===== config.mk =====
export PLATFORM = sky130hd
export DESIGN_NAME = psrb_port_status_register_bank
export DESIGN_NICKNAME = d
export VERILOG_FILES = /design/src/hw/psrb_pkg.sv /design/src/hw/psrb_port_status_register_bank.sv
export SDC_FILE = /design/constraint.sdc
export NUM_CORES = 1
export LEC_CHECK = 0
export BUFFER_PORTS_ARGS = -buffer_cell sky130_fd_sc_hd__buf_2
export CORE_ASPECT_RATIO = 0.8
export CORE_MARGIN = 2
export CORE_UTILIZATION = 41
export DETAILED_ROUTE_END_ITERATION = 6
export SLEW_MARGIN = 0
export SYNTH_ARGS = -nofsm -noshare
export SYNTH_HDL_FRONTEND = slang
export SYNTH_SLANG_ARGS = --single-unit
export TNS_END_PERCENT = 1

===== constraint.sdc =====
create_clock -name pclk -period 2.5 [get_ports pclk]
set_input_delay 0.25 -clock pclk [delete_from_list [all_inputs] [get_ports pclk]]
set_output_delay 0.25 -clock pclk [all_outputs]
set_load 0.01 [all_outputs]

===== src/hw/psrb_pkg.sv =====
// Package for the port status register bank.
// Assumes a 32-bit APB slave with word-aligned registers.
package psrb_pkg;
   localparam int unsigned NUM_PORTS = 24;
   localparam int unsigned PHY_ENTRIES = 24;
   localparam int unsigned ADDR_WIDTH = 12;
   // Register indices; byte address is four times the index.
   localparam logic [7:0] IDX_INTERRUPT_SOURCE = 8'h01;
   localparam logic [7:0] IDX_PARTITION_STATUS = 8'h03;
   localparam logic [7:0] IDX_PHY_MGMT_ERROR_STATUS = 8'h04;
   localparam logic [7:0] IDX_PORT_ACTIVITY_STATUS = 8'h05;
   localparam logic [7:0] IDX_ERROR_MASK = 8'h1E;
   localparam logic [7:0] IDX_LOOKUP_CLOCK_DELAY = 8'h1F;
   localparam logic [7:0] IDX_PHY_REGISTER_WINDOW = 8'h20;
   localparam logic [7:0] IDX_PHY_REGISTER_LAST = 8'h3F;
   localparam logic [7:0] IDX_IRQ_STATUS = 8'h40;
   localparam logic [7:0] IDX_IRQ_MASK = 8'h41;
   localparam int unsigned PARTITION_CAUSE_BIT = 2;
   localparam int unsigned INTERRUPT_SOURCE_WIDTH = 8;
   localparam int unsigned MASK_WIDTH = 8;
   localparam int unsigned DELAY_WIDTH = 4;
   localparam int unsigned PHY_DATA_WIDTH = 16;
   localparam int unsigned IRQ_WIDTH = 3;
   localparam int unsigned IRQ_PARTITION = 0;
   localparam int unsigned IRQ_MGMT_ERROR = 1;
   localparam int unsigned IRQ_ACTIVITY = 2;
   localparam logic [7:0] ERROR_MASK_RESET = 8'h00;
   localparam logic [3:0] LOOKUP_DELAY_RESET = 4'h0;
   localparam logic [15:0] PHY_REG_RESET = 16'h0000;
   localparam logic [31:0] UNMAPPED_READ = 32'h00000000;

   typedef struct packed {
      logic [NUM_PORTS-1:0] false_carrier;
      logic [NUM_PORTS-1:0] excess_collision;
      logic [NUM_PORTS-1:0] jabber;
      logic [NUM_PORTS-1:0] mgmt_no_response;
      logic [NUM_PORTS-1:0] activity;
   } psrb_events_type;
endpackage


===== src/hw/psrb_port_status_register_bank.sv =====
// Port status register bank: clear-on-read port status words, configuration and a PHY register window.
// Assumes a synchronous APB master on pclk and port event pulses synchronous to pclk.
//
// The implementer's own choice: the APB register port.
`timescale 1ns/100ps
module psrb_port_status_register_bank
#(
   parameter int unsigned NUM_PORTS = psrb_pkg::NUM_PORTS,
   parameter int unsigned PHY_ENTRIES = psrb_pkg::PHY_ENTRIES
)
(
   input wire logic pclk,
   input wire logic presetn,
   input wire logic clk_en,
   input wire logic psel,
   input wire logic penable,
   input wire logic pwrite,
   input wire logic [psrb_pkg::ADDR_WIDTH-1:0] paddr,
   input wire logic [31:0] pwdata,
   input wire logic [3:0] pstrb,
   output logic [31:0] prdata,
   output logic pready,
   output logic pslverr,
   input wire psrb_pkg::psrb_events_type port_events,
   output logic [psrb_pkg::NUM_PORTS-1:0] port_partitioned,
   output logic [psrb_pkg::DELAY_WIDTH-1:0] lookup_clock_delay_out,
   output logic [psrb_pkg::MASK_WIDTH-1:0] error_mask_out,
   output logic irq
);
   initial
   begin
      if (NUM_PORTS != psrb_pkg::NUM_PORTS || PHY_ENTRIES < 1 || PHY_ENTRIES > 32)
      begin
         $error("Unsupported port count or PHY entry count.");
      end
   end

   typedef enum logic [1:0] {idle_st, access_st} psrb_bus_state_type;

   psrb_bus_state_type bus_state;
   logic [NUM_PORTS-1:0] partition_status;
   logic [NUM_PORTS-1:0] phy_mgmt_error_status;
   logic [NUM_PORTS-1:0] port_activity_status;
   logic [psrb_pkg::INTERRUPT_SOURCE_WIDTH-1:0] interrupt_source;
   logic [psrb_pkg::MASK_WIDTH-1:0] error_mask;
   logic [psrb_pkg::DELAY_WIDTH-1:0] lookup_clock_delay;
   logic [psrb_pkg::PHY_DATA_WIDTH-1:0] phy_register_window [PHY_ENTRIES];
   logic [psrb_pkg::IRQ_WIDTH-1:0] irq_status;
   logic [psrb_pkg::IRQ_WIDTH-1:0] irq_mask;
   logic [NUM_PORTS-1:0] partition_event;
   logic [7:0] reg_index;
   logic access;
   logic rd_access;
   logic wr_access;
   logic mapped;
   logic [31:0] next_prdata;
   logic [psrb_pkg::IRQ_WIDTH-1:0] irq_events;

   function automatic logic [31:0] widen(input logic [NUM_PORTS-1:0] value);
      widen = 32'(value);
   endfunction

   function automatic logic is_phy_index(input logic [7:0] idx);
      is_phy_index = (idx >= psrb_pkg::IDX_PHY_REGISTER_WINDOW) && (idx <= psrb_pkg::IDX_PHY_REGISTER_LAST)
                     && (32'(idx - psrb_pkg::IDX_PHY_REGISTER_WINDOW) < PHY_ENTRIES);
   endfunction

   // Word index; low two address bits are ignored since every register is one word.
   assign reg_index = paddr[9:2];
   assign access = clk_en && psel && penable && (bus_state == access_st);
   assign rd_access = access && !pwrite;
   assign wr_access = access && pwrite;
   assign partition_event = port_events.false_carrier | port_events.excess_collision | port_events.jabber;
   assign irq_events = {(|port_events.activity), (|port_events.mgmt_no_response), (|partition_event)};

   always_comb
   begin
      mapped = 1'b1;
      next_prdata = psrb_pkg::UNMAPPED_READ;
      case (reg_index)
         psrb_pkg::IDX_INTERRUPT_SOURCE: next_prdata = 32'(interrupt_source);
         psrb_pkg::IDX_PARTITION_STATUS: next_prdata = widen(partition_status);
         psrb_pkg::IDX_PHY_MGMT_ERROR_STATUS: next_prdata = widen(phy_mgmt_error_status);
         psrb_pkg::IDX_PORT_ACTIVITY_STATUS: next_prdata = widen(port_activity_status);
         psrb_pkg::IDX_ERROR_MASK: next_prdata = 32'(error_mask);
         psrb_pkg::IDX_LOOKUP_CLOCK_DELAY: next_prdata = 32'(lookup_clock_delay);
         psrb_pkg::IDX_IRQ_STATUS: next_prdata = 32'(irq_status);
         psrb_pkg::IDX_IRQ_MASK: next_prdata = 32'(irq_mask);
         default:
         begin
            if (is_phy_index(reg_index))
            begin
               next_prdata = 32'(phy_register_window[5'(reg_index - psrb_pkg::IDX_PHY_REGISTER_WINDOW)]);
            end
            else
            begin
               mapped = 1'b0;
            end
         end
      endcase
   end

   // One wait state: setup, then a registered answer, so read data comes from a flip-flop.
   always_ff @(posedge pclk or negedge presetn)
   begin
      if (!presetn)
      begin
         bus_state <= idle_st;
         pready <= 1'b0;
         pslverr <= 1'b0;
         prdata <= 32'h00000000;
      end
      else if (clk_en)
      begin
         pready <= 1'b0;
         pslverr <= 1'b0;
         case (bus_state)
            idle_st:
            begin
               if (psel && !penable)
               begin
                  bus_state <= access_st;
               end
            end
            access_st:
            begin
               if (psel && penable && !pready)
               begin
                  pready <= 1'b1;
                  pslverr <= !mapped;
                  prdata <= pwrite ? 32'h00000000 : next_prdata;
               end
               else if (pready)
               begin
                  bus_state <= idle_st;
                  prdata <= 32'h00000000;
               end
            end
            default: bus_state <= idle_st;
         endcase
      end
   end

   // A status word is cleared at the edge that hands its value to the master; events in that cycle stay set.
   logic take;
   assign take = rd_access && !pready;

   always_ff @(posedge pclk or negedge presetn)
   begin
      if (!presetn)
      begin
         partition_status <= '0;
      end
      else if (clk_en)
      begin
         if (take && reg_index == psrb_pkg::IDX_PARTITION_STATUS)
         begin
            partition_status <= partition_event;
         end
         else
         begin
            partition_status <= partition_status | partition_event;
         end
      end
   end

   always_ff @(posedge pclk or negedge presetn)
   begin
      if (!presetn)
      begin
         phy_mgmt_error_status <= '0;
      end
      else if (clk_en)
      begin
         if (take && reg_index == psrb_pkg::IDX_PHY_MGMT_ERROR_STATUS)
         begin
            phy_mgmt_error_status <= port_events.mgmt_no_response;
         end
         else
         begin
            phy_mgmt_error_status <= phy_mgmt_error_status | port_events.mgmt_no_response;
         end
      end
   end

   always_ff @(posedge pclk or negedge presetn)
   begin
      if (!presetn)
      begin
         port_activity_status <= '0;
      end
      else if (clk_en)
      begin
         if (take && reg_index == psrb_pkg::IDX_PORT_ACTIVITY_STATUS)
         begin
            port_activity_status <= port_events.activity;
         end
         else
         begin
            port_activity_status <= port_activity_status | port_events.activity;
         end
      end
   end

   // Only the partition cause is owned here; other source bits stay zero.
   always_ff @(posedge pclk or negedge presetn)
   begin
      if (!presetn)
      begin
         interrupt_source <= '0;
      end
      else if (clk_en)
      begin
         if (take && reg_index == psrb_pkg::IDX_INTERRUPT_SOURCE)
         begin
            interrupt_source <= '0;
            interrupt_source[psrb_pkg::PARTITION_CAUSE_BIT] <= |partition_event;
         end
         else if (|partition_event)
         begin
            interrupt_source[psrb_pkg::PARTITION_CAUSE_BIT] <= 1'b1;
         end
      end
   end

   always_ff @(posedge pclk or negedge presetn)
   begin
      if (!presetn)
      begin
         error_mask <= psrb_pkg::ERROR_MASK_RESET;
         lookup_clock_delay <= psrb_pkg::LOOKUP_DELAY_RESET;
         irq_mask <= '0;
      end
      else if (clk_en && wr_access && !pready && pstrb[0])
      begin
         if (reg_index == psrb_pkg::IDX_ERROR_MASK)
         begin
            error_mask <= pwdata[psrb_pkg::MASK_WIDTH-1:0];
         end
         if (reg_index == psrb_pkg::IDX_LOOKUP_CLOCK_DELAY)
         begin
            lookup_clock_delay <= pwdata[psrb_pkg::DELAY_WIDTH-1:0];
         end
         if (reg_index == psrb_pkg::IDX_IRQ_MASK)
         begin
            irq_mask <= pwdata[psrb_pkg::IRQ_WIDTH-1:0];
         end
      end
   end

   // The window stores values locally; the MDIO engine that mirrors them into the PHYs lives elsewhere.
   always_ff @(posedge pclk or negedge presetn)
   begin
      if (!presetn)
      begin
         for (int i = 0; i < PHY_ENTRIES; i++)
         begin
            phy_register_window[i] <= psrb_pkg::PHY_REG_RESET;
         end
      end
      else if (clk_en && wr_access && !pready && is_phy_index(reg_index))
      begin
         if (pstrb[0])
         begin
            phy_register_window[5'(reg_index - psrb_pkg::IDX_PHY_REGISTER_WINDOW)][7:0] <= pwdata[7:0];
         end
         if (pstrb[1])
         begin
            phy_register_window[5'(reg_index - psrb_pkg::IDX_PHY_REGISTER_WINDOW)][15:8] <= pwdata[15:8];
         end
      end
   end

   // Sticky status, write one to clear; a new event in the clear cycle wins.
   always_ff @(posedge pclk or negedge presetn)
   begin
      if (!presetn)
      begin
         irq_status <= '0;
      end
      else if (clk_en)
      begin
         if (wr_access && !pready && pstrb[0] && reg_index == psrb_pkg::IDX_IRQ_STATUS)
         begin
            irq_status <= (irq_status & ~pwdata[psrb_pkg::IRQ_WIDTH-1:0]) | irq_events;
         end
         else
         begin
            irq_status <= irq_status | irq_events;
         end
      end
   end

   always_ff @(posedge pclk or negedge presetn)
   begin
      if (!presetn)
      begin
         irq <= 1'b0;
         port_partitioned <= '0;
         lookup_clock_delay_out <= psrb_pkg::LOOKUP_DELAY_RESET;
         error_mask_out <= psrb_pkg::ERROR_MASK_RESET;
      end
      else if (clk_en)
      begin
         irq <= |(irq_status & irq_mask);
         port_partitioned <= partition_status;
         lookup_clock_delay_out <= lookup_clock_delay;
         error_mask_out <= error_mask;
      end
   end
endmodule


---- Word level (Yosys, flattened, before mapping) ----
Cells that the tools add are included.
Widths: inputs -> output; s select.
cells by class
  $add $sub $neg .......................... 2
  $lt $le $gt $ge ......................... 5
  bitwise operators ....................... 11
  reduce and logical (&&, ||, !) cells .... 41
  eq/ne operators ......................... 12
  muxes and demuxes ....................... 33
operators by type and width
  kind                 count
  $mux 384             3
  $bwmux 384           2
  $pmux 24 s8          1
  $demux 16 s5         2
  $or 24x24->24        5
  $mux 32              3
  $bmux 16 s5          1
  $mux 24              3
  $reduce_or 24->1     3
  $mux 16              4
  $lt 32x5->1 const B  1
  $logic_and 1x1->1    23
  $eq 8x3->1 const B   2
  $eq 8x5->1 const B   2
  $eq 8x7->1 const B   2
  $sub 8x6->9 const B  1
  $eq 8x1->1 const B   1
  $eq 8x2->1 const B   1
  $ge 8x6->1 const B   1
  $le 8x6->1 const B   1
  $mux 1               8
  $mux 8               1
  $reduce_and 2->1     4
  $reduce_or 8->1      1
  18 further kinds     28
word-level totals
  register bits after elaboration ......... 548
  output and inout bits ................... 71
  input bits .............................. 174

---- Depth between registers and ports, before layout ----
Gate-level depths: netlist of run 1.
  depth after elaboration ................. 11
  mapped depth ............................ 11
  mapped depth without buffers ............ 8

---- Least setup slack after synthesis of run 1 ----
Ideal clock, no wire load.
  path type ............................... input to register
  from .................................... input paddr[8] in the netlist's numbering
  to ...................................... register phy_register_window[159] in the netlist's numbering
  stages .................................. 9
  data required time ...................... 2.375 ns
  arrival ................................. 2.596 ns
  slack ................................... -0.221 ns
  path through ............................ clkbuf_1 > inv_1 > ha_1 > ha_1 > nand4b_1 > nor3_2 > nand3_4 > nor4b_4 > mux2_2
between the ends
  cells in the longest elaborated chain, start to end .. 4
RTL lines
  element                                                  RTL line                                                                    text
  start, declared                                          psrb_port_status_register_bank.sv:18                                        input wire logic [psrb_pkg::ADDR_WIDTH-1:0] paddr,
  $sub 8x6->9 (tied with other cells)                      psrb_port_status_register_bank.sv:65                                        && (32'(idx - psrb_pkg::IDX_PHY_REGISTER_WINDOW) < PHY_ENTRIES);
  $lt 32x5->1 / $logic_and 1x1->1 (equally long branches)  psrb_port_status_register_bank.sv:65, psrb_port_status_register_bank.sv:64
  $logic_and 1x1->1 *                                      psrb_port_status_register_bank.sv:65
  $logic_and 1x1->1 *                                      psrb_port_status_register_bank.sv:261                                       else if (clk_en && wr_access && !pready && is_phy_index(reg_index))
  end signal, assigned by index                            psrb_port_status_register_bank.sv:258                                       phy_register_window[i] <= psrb_pkg::PHY_REG_RESET;
  end signal, assigned by index                            psrb_port_status_register_bank.sv:265                                       phy_register_window[5'(reg_index - psrb_pkg::IDX_PHY_REGISTER_WINDOW)][7:0] <= pwdata[7:0];
  end signal, assigned by index                            psrb_port_status_register_bank.sv:269                                       phy_register_window[5'(reg_index - psrb_pkg::IDX_PHY_REGISTER_WINDOW)][15:8] <= pwdata[15:8];
  end, declared                                            psrb_port_status_register_bank.sv:47                                        logic [psrb_pkg::PHY_DATA_WIDTH-1:0] phy_register_window [PHY_ENTRIES];
Mark *: on every way between the ends. The rest lies on a longest branch, timed or not.
A chain may end at the register's enable or synchronous reset.

---- Worst setup path in the final report of run 1 ----
  from .................................... input paddr[7] in the netlist's numbering
  to ...................................... register prdata[14]
between the ends
  cells in the longest elaborated chain, start to end .. 7
RTL lines
  element                                                  RTL line                                                                    text
  $sub 8x6->9 (tied with other cells)                      psrb_port_status_register_bank.sv:65
  $lt 32x5->1 / $logic_and 1x1->1 (equally long branches)  psrb_port_status_register_bank.sv:65, psrb_port_status_register_bank.sv:64
  $logic_and 1x1->1                                        psrb_port_status_register_bank.sv:65
  $mux 16                                                  psrb_port_status_register_bank.sv:91                                        if (is_phy_index(reg_index))
  $pmux 24 s8 *                                            psrb_port_status_register_bank.sv:80                                        case (reg_index)
  $mux 32 *                                                psrb_port_status_register_bank.sv:131                                       prdata <= pwrite ? 32'h00000000 : next_prdata;
  $mux 32 *                                                psrb_port_status_register_bank.sv:127                                       if (psel && penable && !pready)
  end signal, assigned                                     psrb_port_status_register_bank.sv:131
  end, declared                                            psrb_port_status_register_bank.sv:21                                        output logic [31:0] prdata,
Marked as above.

==> results.toml, run 1 <==
[finish]
area_growth_pct = 24.0
layout-drive-gt1-share_pct = 45.2
fill_cells = 5002
layout_common_cells = "dfrtp_1 (539), mux2_2 (445), buf_2 (210), buf_4 (131), nand2_1 (97)"
finalNetCount = 2349
final_common_cell = "dfrtp_1"

[place]
numPortBuffers = 214
hpwl_um = 50100
gp_congestion = 0.915

[floorplanning]
initial_utilization_pct = 41.4
die_y_um = 223
die_x_um = 278
core-area_mm2 = 0.0596
rows = 80
die_area_mm2 = 0.0621
ioPinCount = 245

[sta]
rsz0062_at_grt = "false"
maxSlewViolCount = 0
max_freq_mhz = 427
tightest_slew_ns = 0.881
setup_viol = 0
maxSlewHeadroom_pct = 41.3
holdWs_ns = 0.0225
fin_skew_ns = 0.0270
hold_viol_final = 0
fin_crit_sh_pct = 93.6
fin_crit_ns = 2.34

[worst_hold_path]
holdPathStages = 3
worstHoldPathType = "in -> reg"
min_to = "partition_status[20]$_DFFE_PN0P_"
hp-start = "port_events[68]"

[grt]
grt.met3_usage_pct = 3.69
grt_pass1_wl_um = 111000
grt_pass1_vias = 17900
use_met2_pct = 35.7
overflow = 0
grt_busiest_layer = "met2"
globalRouteMet1Util_pct = 34.5
grt_max_degree = 77
grt_usage_pct = 23.4
antenna_found_initial = 6

[critical_path]
crit_path_start = "paddr[7]"
reg2reg_slack_ns = 0.17
r2r_cells = 7
start_kind = "primary input"
crit_arrival_ns = 2.88
r2r_end = "phy_register_window[21]$_DFFE_PN0P_"
cp-end-kind = "register"
worst-setup-path-type = "in -> reg"
critPathMaxFanout = 10
cp.required_ns = 3.04
r2r_start = "bus_state[0]$_DFFE_PN0P_"

[pwr]
power_mw = 18.2
power_leakage_nw = 14.7
vdd_drop_max_mv = 0.455
p_per_area_mw_per_mm2 = 597

[synthesis]
async_reset_ff_share_pct = 100
yosysWarnings = 0
synth_area_leaders = "dfrtp_1 (55%), mux2_2 (20%), mux4_2 (5.2%)"
syn_area_per_cell_um2 = 13.9
synth_top_area_share_pct = 54.7
synth_cell_type_count = 58
synth-seq-cells = 539
synth-seq-area-share_pct = 54.7
syn_inst = 1779
synth-edff-count = 0
ys.flop_type = "dfrtp_1"
syn_area_mm2 = 0.0247
yosys.area.top_type = "dfrtp_1"

[clock_network]
clockBufferDepth = 3
htreeDepth = 2
cts_resized = 0
cts_inserted_buffers = 54
clk_pin_slew_ns = 0.06
post_cts_buffers = 0
clock_latency_ns = 0.61
cts.sinks = 539
cts_root_buf = "clkbuf_16"
cts_tree = "done"
holdBufCountCts = 85

[drt]
drt_iter0_drc = 1479
drc = 0
via_per_inst = 5.82
vias = 17400
first_pass_iters = 5
drtAntennaViolNets = 0
avgRoutedWirePerCell_um = 24.3
drt-total-wl_um = 72800

[job]
maxCapViolations = 0

[run_status]
outcome = "complete, no violations"
-- worst max-delay path, stage by stage --
cell and delay (ns):
buf_2 0.15, inv_1 0.06, ha_1 0.20, ha_1 0.27, nand4b_1 0.22, nor3_4 0.39, buf_4 0.18, nand3_1 0.10
buf_4 0.21, a2111oi_0 0.62, a221o_1 0.21
-- Yosys cell counts, types with 3 or more instances --
library cell	instances
dfrtp_1	539
mux2_2	446
nand2_1	97
clkbuf_1	96
mux2i_1	84
a22o_1	68
mux4_2	57
a22oi_1	49
nor3_1	26
buf_2	25
nand3_1	24
o21ai_0	17
o22ai_1	17
a221o_1	15
a31oi_1	15
or3_1	15
nor2_1	14
nor4_1	14
a21oi_1	13
nand4_1	12
buf_4	10
nand3_2	10
nor2b_1	10
inv_1	9
a32oi_1	8
and4_1	7
a2111oi_0	6
and3_1	6
nor3_2	6
nor2_2	5
o32ai_1	5
and2_1	4
buf_1	4
nand2b_1	4
nand4b_1	4
a21o_1	3
ha_1	3
o211ai_1	3
-- metrics by stage --
step | std cells | setup slack, ns | util [%] | setup TNS [ns] | area (µm²)
detailed placement | 2810 | -0.438 | 46.9 | -71.51 | 27900
CTS | 2991 | 0.194 | 51.3 | 0 | 30600
floorplan | 1786 | -0.0800 | - | -5.49 | 24700
finish | 2996 | 0.161 | 51.3 | 0 | 30600
global placement | 2810 | -0.331 | 46.9 | -63.52 | 27900
global route | 2994 | 0.0720 | 51.3 | 0 | 30600
-- registers in the layout, indices dropped and copies added, names as in the netlist --
name	count
phy_register_window	384
partition_status	24
phy_mgmt_error_status	24
irq	1
prdata	24
error_mask	8
lookup_clock_delay	4
bus_state	1
port_partitioned	24
irq_status	3
pready	1
irq_mask	3
lookup_clock_delay_out	4
pslverr	1
interrupt_source	1
port_activity_status	24
error_mask_out	8
-- where the power goes --
group / internal, mW / total (mW) / switching [mW] / leakage [nW]
sequential: 8.74 / 8.76 / 0.0202 / 7.00
combinational: 0.465 / 1.27 / 0.808 / 6.86
clock: 4.75 / 8.20 / 3.45 / 0.866
total: 14.0 / 18.2 / 4.28 / 14.7
-- kinds of logic (layout without fill, tap and decap cells) --
kind of cell	count (synthesis)	after routing	synth area share (%)
compound gates	228	228	7.21
fa+ha+maj	3	3	0.152
buf+inv	144	570	2.47
flops	539	539	54.7
mux	589	589	29.1
other cells	1	13	0.0152
simple gates	275	275	6.38
-- worst max-delay path by stage --
stage                                     endpoint  slack, ns  cells past startpoint
4_1_cts        phy_register_window[21]$_DFFE_PN0P_       0.19                      7
3_5_place_dp                prdata[14]$_DFFE_PN0P_      -0.44                     11
3_3_place_gp                prdata[14]$_DFFE_PN0P_      -0.33                     11
5_1_grt        phy_register_window[21]$_DFFE_PN0P_       0.07                      7
6_report                    prdata[14]$_DFFE_PN0P_       0.16                     11
2_1_floorplan  phy_register_window[40]$_DFFE_PN0P_      -0.08                      8
-- layer usage --
layer / wire length [µm] / vias to the layer above
li1: - / 7494
met1: 33700 / 9157
met2: 32800 / 632
met3: 4350 / 140
met4: 2040 / 0
met5: 0 / -
-- layout make-up --
type                            instances  area [µm²]  area share (%)
Sequential cell                       539       13500            44.1
Multi-Input combinational cell       1103       10600            34.8
Timing Repair Buffer                  465        3660            12.0
Clock buffer                           84        1580            5.18
Tap cell                              779         975            3.19
Clock inverter                         12         178           0.581
Inverter                                9        38.8           0.127
Antenna cell                            5        12.5          0.0409
Power figures use the tool's default switching activity.
==> run 2, diff against run 1 <==
--- a/config.mk
+++ b/config.mk
@@ -10,6 +10,7 @@
 export CORE_MARGIN = 2
 export CORE_UTILIZATION = 41
 export DETAILED_ROUTE_END_ITERATION = 6
+export PLACE_DENSITY = 0.56
 export SLEW_MARGIN = 0
 export SYNTH_ARGS = -nofsm -noshare
 export SYNTH_HDL_FRONTEND = slang
==> results.toml, run 2 (synthesized netlist as in run 1, its figures left out) <==
[place]
place_inst = 2809
numPortBuffers = 214
hpwl_um = 50000
gp_congestion = 0.899

[drt]
via_per_inst = 5.72
avgRoutedWirePerCell_um = 24.2
first_pass_iters = 7
drt-total-wl_um = 72600
drtAntennaViolNets = 0
drt_iter0_drc = 1240
vias = 17200
drc = 0

[finish]
layout-drive-gt1-share_pct = 45.5
layout_common_cells = "dfrtp_1 (539), mux2_2 (445), buf_2 (210), buf_4 (129), nand2_1 (97)"
final_common_cell = "dfrtp_1"
area_growth_pct = 24.6
post-route-util_pct = 51.6
fin_cells = 3001
finalNetCount = 2351
largest_register_ff_count = 384
regMostFlops = "phy_register_window"

[floorplanning]
ioPinCount = 245
rows = 80
die_x_um = 278
core-area_mm2 = 0.0596
die_y_um = 223
die_area_mm2 = 0.0621
initial_utilization_pct = 41.4

[clock_network]
clk_pin_slew_ns = 0.07
htreeDepth = 2
cts.sinks = 539
clockBufferDepth = 3
cts_root_buf = "clkbuf_16"
post_cts_buffers = 0
clock_latency_ns = 0.61
cts_tree = "done"
cts_inserted_buffers = 54

[critical_path]
crit_arrival_ns = 2.89
cp-end-kind = "register"
crit_path_start = "bus_state[0]$_DFFE_PN0P_"
r2r_start = "bus_state[0]$_DFFE_PN0P_"
worst-setup-path-type = "reg -> reg"
critPathMaxFanout = 10
start_kind = "register"
cp.required_ns = 3.00

[sta]
maxSlewHeadroom_pct = 49.4
maxSlewViolCount = 0
setup_viol = 0
fin_crit_sh_pct = 95.8
fin_skew_ns = 0.0187
hold_viol_final = 0
fin_crit_ns = 2.40
holdWs_ns = 0.0424
tightest_slew_ns = 0.759
max_freq_mhz = 418

[grt]
grt_usage_pct = 23.4
overflow = 0
antenna_found_initial = 4
grt_pass1_vias = 17700
grt_max_degree = 64
grt_pass1_wl_um = 111000

[run_status]
outcome = "complete, no violations"

[pwr]
power_leakage_nw = 14.8
p_per_area_mw_per_mm2 = 603
vdd_drop_max_mv = 0.507

[worst_hold_path]
hp-start = "port_events[52]"
worstHoldPathType = "in -> reg"

[job]
maxCapViolations = 0
## run 2: cell count changes in the layout (fill, tap and decap cells not counted), sizes merged
cell	delta
buf	-1
bufinv	-1
clkbuf	+6
clkinv	-2
diode	-1
dlygate4sd3	+3
inv	+1
## run 2: area by class of cell
cell class	count	area, µm²
Clock buffer	90	1740
Multi-Input combinational cell	1103	10700
Inverter	9	38.8
Antenna cell	4	10.0
Fill cell	5061	28800
Sequential cell	539	13500
Clock inverter	10	144
Timing Repair Buffer	467	3690
Tap cell	779	975
## run 2: path summary, 6_finish.rpt
kind	slack, ns	depth (start not counted)	to
max in group asynchronous	1.42	3	port_activity_status[19]$_DFFE_PN0P_
setup / recovery	0.10	7	phy_register_window[168]$_DFFE_PN0P_
hold reg to reg	0.50	1	phy_register_window[281]$_DFFE_PN0P_
hold / removal	0.04	3	partition_status[4]$_DFFE_PN0P_
min in group asynchronous	0.22	2	phy_register_window[306]$_DFFE_PN0P_
setup reg to reg	0.10	7	phy_register_window[168]$_DFFE_PN0P_
## run 2: worst max-delay path: stages (launching register included)
cell and delay [ns]:
dfrtp_1 0.41, and4_1 0.25, and4b_1 0.37, nand3_4 0.25, buf_4 0.23, nor3_2 0.22
buf_4 0.21, mux2_2 0.35
## run 2: metal layers
layer	part of all wire, %	up-vias	track usage (%)
li1	-	7515	-
met5	0	-	0
met3	5.8	145	4.18
met2	45	540	35.9
met4	3.1	0	7.41
met1	46	8960	34.0
## run 2: metrics by stage
| stage | instance area, µm² | setup slack (ns) | TNS (ns) | total power [mW] |
|---|---|---|---|---|
| 3_3_place_gp | 28000 | -0.425 | -45.25 | 10.1 |
| 4_1_cts | 30700 | 0.0585 | 0 | 18.7 |
| 3_5_place_dp | 28000 | -0.407 | -50.01 | 10.1 |
| 5_1_grt | 30700 | -0.00337 | -0.00337 | 19.2 |
| 2_1_floorplan | 24700 | -0.0800 | -5.49 | 9.41 |
| 6_report | 30700 | 0.105 | 0 | 18.5 |
## run 2: what timing repair did
action | in CTS | in global routing
hold buffers | 88 | 0
setup endpoints to repair | 1 | 4
gates resized for setup | 1 | 2
endpoints found under the hold margin | 112 | 0
## run 2: report_power, final
| group | leakage [nW] | internal (mW) | switching [mW] |
|---|---|---|---|
| Sequential | 7.00 | 8.74 | 0.0221 |
| Combinational | 6.86 | 0.467 | 0.811 |
| Clock | 0.934 | 5.03 | 3.44 |
| Total | 14.8 | 14.2 | 4.28 |
==> run 3, diff against run 2 <==
--- a/config.mk
+++ b/config.mk
@@ -11,6 +11,7 @@
 export CORE_UTILIZATION = 41
 export DETAILED_ROUTE_END_ITERATION = 6
 export PLACE_DENSITY = 0.56
+export REMOVE_ABC_BUFFERS = 1
 export SLEW_MARGIN = 0
 export SYNTH_ARGS = -nofsm -noshare
 export SYNTH_HDL_FRONTEND = slang
==> results.toml, run 3 (synthesized netlist as in run 1, its figures left out) <==
[run_status]
outcome = "complete, no violations"

[floorplanning]
die_x_um = 278
die_y_um = 223
initial_utilization_pct = 41.4
rows = 80
core-area_mm2 = 0.0596
ioPinCount = 245
die_area_mm2 = 0.0621

[finish]
layout-drive-gt1-share_pct = 46.0
multiInputGateArea_mm2 = 0.0106
stdcell_area_mm2 = 0.0310
regMostFlops = "phy_register_window"
fin_cells = 3033
fill_cells = 5060
post-route-util_pct = 52.0
largest_register_ff_count = 384
area_growth_pct = 25.5
final_common_cell = "dfrtp_1"
layout_common_cells = "dfrtp_1 (539), mux2_2 (446), buf_2 (210), buf_4 (155), nand2_1 (97)"
seqCellArea_mm2 = 0.0135
finalNetCount = 2382

[critical_path]
cp_cell_sequence = "and4_1, and4b_1, and4_1, and3_1, buf_4, mux2_2"
start_kind = "register"
worst-setup-path-type = "reg -> reg"
reg2reg_slack_ns = 0.11
cp-end-kind = "register"
slowest_stage = "and4_1"
cp_top_family = "simple AND/OR/NAND/NOR gates"
crit_arrival_ns = 2.89
critPathMostFrequentCell = "and4_1"
cp.required_ns = 2.99
critPathMaxFanout = 5
slowest_delay_ns = 0.44
cp_num_buf_inv = 1

[grt]
overflow = 0
grt_usage_pct = 24.0
grt_pass1_wl_um = 113000
antenna_found_initial = 3
grt_pass1_vias = 17800
grt_max_degree = 106

[pwr]
vdd_drop_max_mv = 0.486
power_leakage_nw = 14.9
p_per_area_mw_per_mm2 = 609
power_mw = 18.9

[place]
hpwl_um = 52000
placed_area_mm2 = 0.0280
numPortBuffers = 214
gp_congestion = 0.873
place_inst = 2831

[clock_network]
clock_latency_ns = 0.61
post_cts_buffers = 0
cts_root_buf = "clkbuf_16"
cts_inserted_buffers = 56
htreeDepth = 2
cts.sinks = 539
clockBufferDepth = 3
cts_tree = "done"
clk_pin_slew_ns = 0.06

[drt]
drt_iter0_drc = 1176
avgRoutedWirePerCell_um = 24.5
drc = 0
via_per_inst = 5.67
vias = 17200
drtAntennaViolNets = 0
drt-total-wl_um = 74300
first_pass_iters = 5

[sta]
maxSlewViolCount = 0
maxSlewHeadroom_pct = 51.4
tightest_slew_ns = 0.729
rsz0062_at_grt = "false"
setup_viol = 0
fin_skew_ns = 0.0194
holdWs_ns = 0.0747
fin_crit_sh_pct = 95.8
max_freq_mhz = 418
hold_viol_final = 0
fin_crit_ns = 2.40

[job]
maxCapViolations = 0

[worst_hold_path]
worstHoldPathType = "in -> reg"
-- run 3: final cells by class --
cell class,count,share of cell area (%)
multi-input cells,1103,34.3
well taps,779,3.15
clock inverters,22,0.881
inverters,9,0.109
repair buffers,496,12.5
clock buffers,83,5.44
diodes,2,0.0162
flip-flops and latches,539,43.6
-- run 3: routing by layer --
| layer | wire, µm | track usage, % | share of wire [%] | vias up |
|---|---|---|---|---|
| met5 | 13 | 0 | 0.018 | - |
| met3 | 4090 | 3.99 | 5.5 | 119 |
| met1 | 34500 | 34.4 | 46 | 8966 |
| met2 | 33700 | 37.3 | 45 | 534 |
| met4 | 1940 | 7.43 | 2.6 | 2 |
| li1 | - | - | - | 7567 |
-- run 3: path summary, 6_finish.rpt --
check,startpoint,to,depth (start not counted)
min in group asynchronous,presetn,error_mask_out[1]$_DFFE_PN0P_,2
max reg2reg,bus_state[0]$_DFFE_PN0P_,phy_register_window[145]$_DFFE_PN0P_,6
max,bus_state[0]$_DFFE_PN0P_,phy_register_window[145]$_DFFE_PN0P_,6
max in group asynchronous,presetn,phy_register_window[296]$_DFFE_PN0P_,3
min,port_events[61],partition_status[13]$_DFFE_PN0P_,4
min reg2reg,phy_register_window[289]$_DFFE_PN0P_,phy_register_window[289]$_DFFE_PN0P_,1
-- run 3: stage by stage --
| stage | setup TNS (ns) | worst slack, ns |
|---|---|---|
| 2_1_floorplan | -30.07 | -0.468 |
| 3_3_place_gp | -31.35 | -0.580 |
| 3_5_place_dp | -29.77 | -0.586 |
| 4_1_cts | 0 | 0.122 |
| 5_1_grt | 0 | 0.0663 |
| 6_report | 0 | 0.105 |
-- run 3: tightest hold or removal path, cell delays in order --
cell     delay (ns)
buf_2          0.08
nor3_1         0.04
buf_4          0.14
o21ai_0        0.14
-- run 3: timing repair --
action                                  in CTS  in global routing
pin swaps                                    0                  0
hold endpoints to repair                   120                  0
endpoints found under the setup margin       2                  2
hold buffers                                95                  0
gates resized for setup                      2                  2
-- run 3: power by group --
| part | total (mW) | switching (mW) | internal (mW) |
|---|---|---|---|
| logic | 1.32 | 0.831 | 0.493 |
| registers | 8.76 | 0.0197 | 8.74 |
| clock network | 8.78 | 3.51 | 5.27 |
| total | 18.9 | 4.36 | 14.5 |
